===== config.mk =====
export PLATFORM = sky130hd
export DESIGN_NAME = rwtc_top
export DESIGN_NICKNAME = d
export VERILOG_FILES = /design/src/rwtc_pkg.sv /design/src/rwtc_debounce.sv /design/src/rwtc_top.sv /design/src/rwtc_window_cmp.sv
export VERILOG_INCLUDE_DIRS = /design/src /design/src/src
export SDC_FILE = /design/constraint.sdc
export NUM_CORES = 1
export LEC_CHECK = 0
export BUFFER_PORTS_ARGS = -buffer_cell sky130_fd_sc_hd__buf_4
export CAP_MARGIN = 0
export CORE_MARGIN = 1
export CORE_UTILIZATION = 64
export CTS_BUF_LIST = sky130_fd_sc_hd__clkbuf_2 sky130_fd_sc_hd__clkbuf_4 sky130_fd_sc_hd__clkbuf_8
export CTS_CLUSTER_DIAMETER = 150
export DETAILED_ROUTE_END_ITERATION = 12
export GPL_ROUTABILITY_DRIVEN = 0
export PLACE_DENSITY = 0.8
export SLEW_MARGIN = 30
export SYNTH_ARGS = -nofsm -noshare
export SYNTH_HDL_FRONTEND = slang
export SYNTH_SLANG_ARGS = --single-unit

===== constraint.sdc =====
create_clock -name i_clock -period 5.4 [get_ports i_clock]
set_clock_uncertainty 0.05 [all_clocks]
set_input_delay 0.81 -clock i_clock [delete_from_list [all_inputs] [get_ports i_clock]]
set_output_delay 0.81 -clock i_clock [all_outputs]
set_load 0.01 [all_outputs]

===== src/rwtc_defines.svh =====
`ifndef RWTC_DEFINES_SVH
`define RWTC_DEFINES_SVH

// ==========================================================
// register offsets
`define RWTC_OFS_CUTOFF         8'h65
`define RWTC_OFS_FAST_UNDER     8'h70
`define RWTC_OFS_FAST_OVER      8'h71
`define RWTC_OFS_SLOW_UNDER     8'h72
`define RWTC_OFS_SLOW_OVER      8'h73
`define RWTC_OFS_DEBOUNCE       8'h74

// ==========================================================
// reset values
`define RWTC_RST_CUTOFF         8'h04
`define RWTC_RST_UNDER          8'h00
`define RWTC_RST_OVER           8'hFF
`define RWTC_RST_DEBOUNCE       8'h00

// ==========================================================
// field positions
`define RWTC_CUTOFF_MSB         2
`define RWTC_CUTOFF_LSB         0
`define RWTC_OVER_DEB_MSB       7
`define RWTC_OVER_DEB_LSB       4
`define RWTC_UNDER_DEB_MSB      3
`define RWTC_UNDER_DEB_LSB      0

// ==========================================================
// cutoff codes and corners in hz
`define RWTC_CUT_250            3'h2
`define RWTC_CUT_500            3'h3
`define RWTC_CUT_1K             3'h4
`define RWTC_CUT_2K             3'h5
`define RWTC_CUT_4K             3'h6
`define RWTC_HZ_250             13'h00FA
`define RWTC_HZ_500             13'h01F4
`define RWTC_HZ_1K              13'h03E8
`define RWTC_HZ_2K              13'h07D0
`define RWTC_HZ_4K              13'h0FA0

// ==========================================================
// threshold scaling in millivolts
`define RWTC_SCALE1_BASE_MV     13'h00C8
`define RWTC_SCALE1_STEP_MV     13'h0005
`define RWTC_SCALE4_BASE_MV     13'h0320
`define RWTC_SCALE4_STEP_MV     13'h0014

// ==========================================================
// debounce timing
`define RWTC_CLK_PERIOD_NS      4
`define RWTC_DEB_BASE_TIME_NS   100
`define RWTC_DEB_MAX_TIME_NS    102400
`define RWTC_DEB_BASE_CYCLES    ((`RWTC_DEB_BASE_TIME_NS + `RWTC_CLK_PERIOD_NS - 1) / `RWTC_CLK_PERIOD_NS)
`define RWTC_DEB_MAX_CYCLES     (`RWTC_DEB_MAX_TIME_NS / `RWTC_CLK_PERIOD_NS)
`define RWTC_DEB_SAT_CODE       4'hA
`define RWTC_DEB_CNT_W          16

`endif


===== src/rwtc_pkg.sv =====
`default_nettype none
`include "rwtc_defines.svh"

package rwtc_pkg;

    // ==========================================================
    // debounce states
    typedef enum logic [2:0] {
        RWTC_DEB_IDLE  = 3'b001,
        RWTC_DEB_WAIT  = 3'b010,
        RWTC_DEB_FAULT = 3'b100
    } rwtc_deb_state_t;

    // ==========================================================
    // register bank
    typedef struct packed {
        logic [7:0] cutoff;
        logic [7:0] fast_under;
        logic [7:0] fast_over;
        logic [7:0] slow_under;
        logic [7:0] slow_over;
        logic [7:0] debounce;
    } rwtc_regs_t;

    typedef struct packed {
        logic [7:0] under;
        logic [7:0] over;
    } rwtc_window_t;

    typedef struct packed {
        logic under;
        logic over;
    } rwtc_cmp_t;

    typedef struct packed {
        rwtc_deb_state_t             st;
        logic [`RWTC_DEB_CNT_W-1:0]  count;
        logic                        fault;
    } rwtc_deb_q_t;

    typedef struct packed {
        rwtc_regs_t  regs;
        logic [7:0]  rdata;
        logic        rvalid;
        logic [12:0] cutoff_hz;
        logic        cutoff_valid;
    } rwtc_top_q_t;

endpackage : rwtc_pkg
`default_nettype wire


===== src/rwtc_debounce.sv =====
`timescale 1ns/10ps
`default_nettype none
`include "rwtc_defines.svh"

module rwtc_debounce #(
    parameter int unsigned P_BASE_CYCLES = `RWTC_DEB_BASE_CYCLES,
    parameter int unsigned P_MAX_CYCLES  = `RWTC_DEB_MAX_CYCLES
) (
    // clock and reset
    input  wire logic       i_clock,
    input  wire logic       i_srst,
    // comparator and code
    input  wire logic       i_raw,
    input  wire logic [3:0] i_code,
    // debounced fault
    output logic            o_fault
);

    rwtc_pkg::rwtc_deb_q_t       state_q;
    rwtc_pkg::rwtc_deb_q_t       state_d;
    logic [31:0]                 span;
    logic [`RWTC_DEB_CNT_W-1:0]  target;

    // ==========================================================
    // stable time selection
    always_comb begin
        span = 32'(P_BASE_CYCLES) << i_code;
        if ((i_code >= `RWTC_DEB_SAT_CODE) || (span > 32'(P_MAX_CYCLES))) begin
            span = 32'(P_MAX_CYCLES);
        end
        target = span[`RWTC_DEB_CNT_W-1:0];
    end

    // ==========================================================
    // stability filter
    always_comb begin
        state_d = state_q;
        case (state_q.st)
            rwtc_pkg::RWTC_DEB_IDLE: begin
                state_d.fault = 1'b0;
                if (i_raw) begin
                    if (target <= `RWTC_DEB_CNT_W'(1)) begin
                        state_d.st    = rwtc_pkg::RWTC_DEB_FAULT;
                        state_d.fault = 1'b1;
                    end else begin
                        state_d.st    = rwtc_pkg::RWTC_DEB_WAIT;
                        state_d.count = `RWTC_DEB_CNT_W'(1);
                    end
                end
            end
            rwtc_pkg::RWTC_DEB_WAIT: begin
                if (!i_raw) begin
                    state_d.st = rwtc_pkg::RWTC_DEB_IDLE;
                end else if (state_q.count >= target - `RWTC_DEB_CNT_W'(1)) begin
                    state_d.st    = rwtc_pkg::RWTC_DEB_FAULT;
                    state_d.fault = 1'b1;
                end else begin
                    state_d.count = state_q.count + `RWTC_DEB_CNT_W'(1);
                end
            end
            rwtc_pkg::RWTC_DEB_FAULT: begin
                if (!i_raw) begin
                    state_d.st    = rwtc_pkg::RWTC_DEB_IDLE;
                    state_d.fault = 1'b0;
                end
            end
            default: begin
                state_d.st    = rwtc_pkg::RWTC_DEB_IDLE;
                state_d.fault = 1'b0;
            end
        endcase
    end

    always_ff @(posedge i_clock) begin
        if (i_srst) begin
            state_q.st    <= rwtc_pkg::RWTC_DEB_IDLE;
            state_q.count <= '0;
            state_q.fault <= 1'b0;
        end else begin
            state_q <= state_d;
        end
    end

    assign o_fault = state_q.fault;

endmodule : rwtc_debounce
`default_nettype wire


===== src/rwtc_top.sv =====
// Notes on behaviour
// - cutoff code picks slow path corner frequency
// - corner sets whole slow path 3 dB point
// - cutoff resets to 1 kHz code
// - 1x codes span 0.2 to 1.475 V
// - 4x codes span 0.8 to 5.9 V
// - scaling input sets threshold voltage meaning
// - fast under threshold at 0x70, reset 0x00
// - fast over threshold at 0x71, reset 0xFF
// - slow under threshold at 0x72, reset zero
// - slow over threshold at 0x73, reset ones
// - fast over fault waits stable high debounce
// - fast under fault waits stable low debounce
// - debounce time doubles, saturates at 102.4 us
`timescale 1ns/10ps
`default_nettype none
`include "rwtc_defines.svh"

module rwtc_top #(
    parameter int unsigned P_DEB_BASE_CYCLES = `RWTC_DEB_BASE_CYCLES,
    parameter int unsigned P_DEB_MAX_CYCLES  = `RWTC_DEB_MAX_CYCLES
) (
    // clock and reset
    input  wire logic        i_clock,
    input  wire logic        i_srst,
    // register port from serial front end
    input  wire logic        i_reg_wr,
    input  wire logic        i_reg_rd,
    input  wire logic [7:0]  i_reg_addr,
    input  wire logic [7:0]  i_reg_wdata,
    output logic [7:0]       o_reg_rdata,
    output logic             o_reg_rvalid,
    // monitored levels and scaling
    input  wire logic        i_range_scaling_select,
    input  wire logic [12:0] i_fast_path_mv,
    input  wire logic [12:0] i_slow_path_mv,
    // slow path filter setting
    output logic [2:0]       o_low_pass_stage_code,
    output logic             o_low_pass_stage_valid,
    output logic [12:0]      o_slow_path_corner_hz,
    // faults
    output logic             o_fast_path_under_fault,
    output logic             o_fast_path_over_fault,
    output logic             o_slow_path_under_fault,
    output logic             o_slow_path_over_fault
);

    rwtc_pkg::rwtc_top_q_t  state_q;
    rwtc_pkg::rwtc_top_q_t  state_d;
    rwtc_pkg::rwtc_window_t fast_window;
    rwtc_pkg::rwtc_window_t slow_window;
    rwtc_pkg::rwtc_cmp_t    fast_cmp;
    rwtc_pkg::rwtc_cmp_t    slow_cmp;
    logic [3:0]             over_debounce_code;
    logic [3:0]             under_debounce_code;
    logic [2:0]             cut_code;

    // ==========================================================
    // register write, read and cutoff decode
    always_comb begin
        state_d        = state_q;
        state_d.rvalid = i_reg_rd;
        if (i_reg_wr) begin
            case (i_reg_addr)
                `RWTC_OFS_CUTOFF: begin
                    state_d.regs.cutoff = i_reg_wdata;
                end
                `RWTC_OFS_FAST_UNDER: begin
                    state_d.regs.fast_under = i_reg_wdata;
                end
                `RWTC_OFS_FAST_OVER: begin
                    state_d.regs.fast_over = i_reg_wdata;
                end
                `RWTC_OFS_SLOW_UNDER: begin
                    state_d.regs.slow_under = i_reg_wdata;
                end
                `RWTC_OFS_SLOW_OVER: begin
                    state_d.regs.slow_over = i_reg_wdata;
                end
                `RWTC_OFS_DEBOUNCE: begin
                    state_d.regs.debounce = i_reg_wdata;
                end
                default: begin
                    state_d.regs = state_q.regs;
                end
            endcase
        end
        if (i_reg_rd) begin
            case (i_reg_addr)
                `RWTC_OFS_CUTOFF: begin
                    state_d.rdata = state_q.regs.cutoff;
                end
                `RWTC_OFS_FAST_UNDER: begin
                    state_d.rdata = state_q.regs.fast_under;
                end
                `RWTC_OFS_FAST_OVER: begin
                    state_d.rdata = state_q.regs.fast_over;
                end
                `RWTC_OFS_SLOW_UNDER: begin
                    state_d.rdata = state_q.regs.slow_under;
                end
                `RWTC_OFS_SLOW_OVER: begin
                    state_d.rdata = state_q.regs.slow_over;
                end
                `RWTC_OFS_DEBOUNCE: begin
                    state_d.rdata = state_q.regs.debounce;
                end
                default: begin
                    state_d.rdata = 8'h00;
                end
            endcase
        end
        // corner applies to the whole slow path response
        cut_code = state_d.regs.cutoff[`RWTC_CUTOFF_MSB:`RWTC_CUTOFF_LSB];
        state_d.cutoff_valid = 1'b1;
        case (cut_code)
            `RWTC_CUT_250: begin
                state_d.cutoff_hz = `RWTC_HZ_250;
            end
            `RWTC_CUT_500: begin
                state_d.cutoff_hz = `RWTC_HZ_500;
            end
            `RWTC_CUT_1K: begin
                state_d.cutoff_hz = `RWTC_HZ_1K;
            end
            `RWTC_CUT_2K: begin
                state_d.cutoff_hz = `RWTC_HZ_2K;
            end
            `RWTC_CUT_4K: begin
                state_d.cutoff_hz = `RWTC_HZ_4K;
            end
            default: begin
                state_d.cutoff_hz    = 13'h0000;
                state_d.cutoff_valid = 1'b0;
            end
        endcase
    end

    // ==========================================================
    // state register
    always_ff @(posedge i_clock) begin
        if (i_srst) begin
            state_q.regs.cutoff     <= `RWTC_RST_CUTOFF;
            state_q.regs.fast_under <= `RWTC_RST_UNDER;
            state_q.regs.fast_over  <= `RWTC_RST_OVER;
            state_q.regs.slow_under <= `RWTC_RST_UNDER;
            state_q.regs.slow_over  <= `RWTC_RST_OVER;
            state_q.regs.debounce   <= `RWTC_RST_DEBOUNCE;
            state_q.rdata           <= 8'h00;
            state_q.rvalid          <= 1'b0;
            state_q.cutoff_hz       <= `RWTC_HZ_1K;
            state_q.cutoff_valid    <= 1'b1;
        end else begin
            state_q <= state_d;
        end
    end

    // ==========================================================
    // thresholds to comparators
    assign fast_window.under   = state_q.regs.fast_under;
    assign fast_window.over    = state_q.regs.fast_over;
    assign slow_window.under   = state_q.regs.slow_under;
    assign slow_window.over    = state_q.regs.slow_over;
    assign over_debounce_code  =
        state_q.regs.debounce[`RWTC_OVER_DEB_MSB:`RWTC_OVER_DEB_LSB];
    assign under_debounce_code =
        state_q.regs.debounce[`RWTC_UNDER_DEB_MSB:`RWTC_UNDER_DEB_LSB];

    rwtc_window_cmp u_fast_cmp (
        .i_clock    (i_clock),
        .i_srst     (i_srst),
        .i_scale_4x (i_range_scaling_select),
        .i_window   (fast_window),
        .i_level_mv (i_fast_path_mv),
        .o_cmp      (fast_cmp)
    );

    rwtc_window_cmp u_slow_cmp (
        .i_clock    (i_clock),
        .i_srst     (i_srst),
        .i_scale_4x (i_range_scaling_select),
        .i_window   (slow_window),
        .i_level_mv (i_slow_path_mv),
        .o_cmp      (slow_cmp)
    );

    // ==========================================================
    // fast path debounce
    rwtc_debounce #(
        .P_BASE_CYCLES (P_DEB_BASE_CYCLES),
        .P_MAX_CYCLES  (P_DEB_MAX_CYCLES)
    ) u_over_deb (
        .i_clock (i_clock),
        .i_srst  (i_srst),
        .i_raw   (fast_cmp.over),
        .i_code  (over_debounce_code),
        .o_fault (o_fast_path_over_fault)
    );

    rwtc_debounce #(
        .P_BASE_CYCLES (P_DEB_BASE_CYCLES),
        .P_MAX_CYCLES  (P_DEB_MAX_CYCLES)
    ) u_under_deb (
        .i_clock (i_clock),
        .i_srst  (i_srst),
        .i_raw   (fast_cmp.under),
        .i_code  (under_debounce_code),
        .o_fault (o_fast_path_under_fault)
    );

    // ==========================================================
    // outputs
    assign o_reg_rdata             = state_q.rdata;
    assign o_reg_rvalid            = state_q.rvalid;
    assign o_low_pass_stage_code   =
        state_q.regs.cutoff[`RWTC_CUTOFF_MSB:`RWTC_CUTOFF_LSB];
    assign o_low_pass_stage_valid  = state_q.cutoff_valid;
    assign o_slow_path_corner_hz   = state_q.cutoff_hz;
    assign o_slow_path_under_fault = slow_cmp.under;
    assign o_slow_path_over_fault  = slow_cmp.over;

endmodule : rwtc_top
`default_nettype wire


===== src/rwtc_window_cmp.sv =====
`timescale 1ns/10ps
`default_nettype none
`include "rwtc_defines.svh"

module rwtc_window_cmp (
    // clock and reset
    input  wire logic                 i_clock,
    input  wire logic                 i_srst,
    // thresholds and level
    input  wire logic                 i_scale_4x,
    input  wire rwtc_pkg::rwtc_window_t i_window,
    input  wire logic [12:0]          i_level_mv,
    // compare result
    output var  rwtc_pkg::rwtc_cmp_t  o_cmp
);

    rwtc_pkg::rwtc_cmp_t state_q;
    rwtc_pkg::rwtc_cmp_t state_d;
    logic [12:0]         under_mv;
    logic [12:0]         over_mv;

    // ==========================================================
    // code to millivolts
    function automatic logic [12:0] to_mv(input logic [7:0] code,
                                          input logic       scale_4x);
        logic [12:0] wide;
        wide = {5'h00, code};
        if (scale_4x) begin
            to_mv = `RWTC_SCALE4_BASE_MV + `RWTC_SCALE4_STEP_MV * wide;
        end else begin
            to_mv = `RWTC_SCALE1_BASE_MV + `RWTC_SCALE1_STEP_MV * wide;
        end
    endfunction : to_mv

    // ==========================================================
    // window compare
    always_comb begin
        under_mv      = to_mv(i_window.under, i_scale_4x);
        over_mv       = to_mv(i_window.over, i_scale_4x);
        state_d       = state_q;
        state_d.under = (i_level_mv < under_mv);
        state_d.over  = (i_level_mv > over_mv);
    end

    always_ff @(posedge i_clock) begin
        if (i_srst) begin
            state_q <= '0;
        end else begin
            state_q <= state_d;
        end
    end

    assign o_cmp = state_q;

endmodule : rwtc_window_cmp
`default_nettype wire


==> results.sh <==
export IMPL_outcome="finished, final reports clean"
export IMPL_timing_final_ws_setup_ns=1.08
export IMPL_hold_violations=0
export IMPL_antenna_cells=0
export IMPL_tightestPinTransition_ns=0.882
export IMPL_crit_slowest_cell="or4_1"
export IMPL_clock_path_buffers=2
export IMPL_post_cts_buffers=0
export IMPL_antenna_found_initial=0
export IMPL_cp_required_ns=5.69
export IMPL_leakagePower_nw=5.10
export IMPL_syn_to_final_growth_pct=6.73
export IMPL_routedWlPerCell_um=16.4
export IMPL_drt_pass1_iterations=6
export IMPL_grtUsageMet2_pct=51.0
export IMPL_clock_fmax_ghz=0.232
export IMPL_htreeDepth=3
export IMPL_dp_cells=1594
export IMPL_setup_viol=0
export IMPL_drc=0
export IMPL_synthFlopType="dfxtp_1"
export IMPL_ys_types=69
export IMPL_synth_edf_count=0
export IMPL_async_flop_share_pct=0
export IMPL_setup_tns_ns=0
export IMPL_fillers=1411
export IMPL_core_area_um2=16600
export IMPL_grtUsageTotal_pct=30.5
export IMPL_die_x_um=133
export IMPL_routed_via_density=6.09
export IMPL_crit_chain="inv_1, ha_1, nor3_1, nand2_1, a221oi_1, nor2_1, nand3_1, xnor2_1, ha_1, and3_1, a221o_1, nor2_1, o2111ai_1, and2_1, or4_1, a21oi_1"
export IMPL_power_density_nw_per_um2=140
export IMPL_power_mw=1.63
export IMPL_grt_max_degree=73
export IMPL_postSynthCellCount=1364
export IMPL_fin_hold_ws_ns=0.411
export IMPL_fin_cells=1610
export IMPL_fin_crit_ns=4.32
export IMPL_via_count=9802
export IMPL_drtIter0Drc=664
export IMPL_relSlewSlack_pct=40.7
export IMPL_cts_root_buf="clkbuf_8"
export IMPL_wl_mm=26.4
export IMPL_synth_area_um2=11000
export IMPL_report_final_slew_viol_count=0
export IMPL_clkLatencyLatePin_ns=0.41
export IMPL_cts_tree="built"
export IMPL_fin_nets=1630
export IMPL_crit_type="flop to flop"
export IMPL_cts_buffers=9
export IMPL_final_cell_mix="ha_1, nand2_1, dfxtp_1"
export IMPL_die_area_um2=17600
export IMPL_critPathArrivalTime_ns=4.60
export IMPL_worstSetupStartpointType="flop"
export IMPL_ys_seq_area_share_pct=20.5
export IMPL_multi_input_area_um2=7950
export IMPL_die_h_um=133
export IMPL_slowest_delay_ns=0.57
export IMPL_pre_cts_slack_ns=1.07
export IMPL_io_buffers=74
export IMPL_path_clk_slew_ns=0.14
export IMPL_ios=77
export IMPL_final_antenna_net_count=0
export IMPL_start_util_pct=65.8
export IMPL_regArea_um2=2240
export IMPL_cpLargestDelayFamily="simple AND/OR/NAND/NOR gates"
export IMPL_met3_usage_pct=4.52
export IMPL_grt_overflow=0
export IMPL_grt_util_met1_pct=40.0
export IMPL_grt_busiest_layer="met2"
export IMPL_fp_row_count=47
export IMPL_cts_sinks=112
export IMPL_hold_class="flop to flop"
export IMPL_setup_worst_path_end_class="flop"
export IMPL_syn_area_per_cell_um2=8.03
export IMPL_postCtsResizedCells=0
export IMPL_peakVddDrop_v=0.000196
export IMPL_grt_pass1_vias=9273
export IMPL_final_layout_size_suffix_gt1_share_pct=8.63
export IMPL_layout_commonest_cell="ha_1"
export IMPL_rsz0062_at_grt="no"
export IMPL_grt_pass1_wl_mm=44.0
export IMPL_drv_cap=0
export IMPL_yosys_warnings=0
export IMPL_dpl_hpwl_mm=20.4
export IMPL_path_buf_inv=1
export IMPL_ys_ff_latch=112
export IMPL_fin_crit_sh_pct=80.0
export IMPL_cts_hold_buf=0
export IMPL_path_max_fanout=21
-- synthesized netlist by cell type (17+ instances only) --
master,number,area share (%)
buf_4,24,1.6
nand2_1,131,4.5
nor3_1,27,1.2
nor2b_1,31,1.8
mux2i_1,36,3.3
clkbuf_1,43,1.5
or4_1,19,1.3
nand3_1,42,1.9
o31ai_1,17,1.2
fa_1,20,3.7
a21oi_1,109,5.0
o21ai_0,57,2.6
nor2_1,92,3.2
inv_1,108,3.7
a221oi_1,20,1.6
xnor2_1,40,3.2
dfxtp_1,112,20
nand4_1,19,1.1
a21o_1,25,1.7
ha_1,178,20
xor2_1,19,1.5
-- path summary, 6_finish.rpt --
path	from	to	slack [ns]	depth (start not counted)
min	state_q[69]	state_q[69]	0.41	2
max	state_q[23]	u_under_deb.state_q[7]	1.08	16
min reg2reg	state_q[69]	state_q[69]	0.41	2
max reg2reg	state_q[23]	u_under_deb.state_q[7]	1.08	16
-- sequential cells by signal (all words and copies together) (netlist names) --
name / cells
u_over_deb.state_q: 19
u_under_deb.state_q: 19
fast_window: 16
slow_window: 16
o_slow_path_corner_hz: 10
state_q: 9
o_reg_rdata: 8
over_debounce_code: 4
o_low_pass_stage_code: 3
u_fast_cmp.o_cmp: 2
u_slow_cmp.o_cmp: 2
o_low_pass_stage_valid: 1
o_reg_rvalid: 1
u_over_deb.o_fault: 1
u_under_deb.o_fault: 1
-- routing by layer --
layer | wire (um) | vias to the layer above
li1 | - | 4904
met1 | 12000 | 4595
met2 | 12300 | 258
met3 | 1430 | 45
met4 | 658 | 0
met5 | 0 | -
-- through the flow --
stage                     utilization (%)  instance area (um^2)
after floorplan                         -                 11000
after global placement               68.9                 11500
after detailed placement             68.9                 11500
after CTS                            70.2                 11700
after global routing                 70.3                 11700
final                                70.3                 11700
-- final cells by class --
| class | count | area share (%) |
|---|---|---|
| inverter | 110 | 3.53 |
| clock buffer | 9 | 1.06 |
| clock inverter | 7 | 0.781 |
| sequential | 112 | 19.2 |
| timing repair buffer | 80 | 5.14 |
| tap | 220 | 2.35 |
| multi-input combinational | 1072 | 68.0 |
-- power breakdown --
part           leakage (nW)  internal [mW]  switching, mW
Sequential            0.906          0.835         0.0115
Clock                 0.108          0.192          0.359
Combinational          4.08         0.0996          0.136
-- kinds of logic (layout without fill, tap and decap cells) --
kind of cell,count (synthesis),in the layout,share of synthesized area (%)
buffers and inverters,182,206,7.14
AO/OA/AOI/OAI,332,332,19.8
multiplexers,41,41,3.83
adder cells (fa/ha/maj),198,198,24.0
other,2,4,0.0685
AND/OR/NAND/NOR,438,438,20.1
flip-flops,112,112,20.5
XOR/XNOR,59,59,4.72
-- worst register-to-register path: cells and delay by family, from the launching register on --
family / cells / cell delay [ns]
XOR/XNOR: 1 / 0.13
AND/OR/NAND/NOR: 8 / 2.03
buffers and inverters: 1 / 0.10
adder cells (fa/ha/maj): 2 / 0.53
flip-flops: 1 / 0.44
AO/OA/AOI/OAI: 4 / 0.94
No activity file was read; power rests on OpenSTA's default activity.
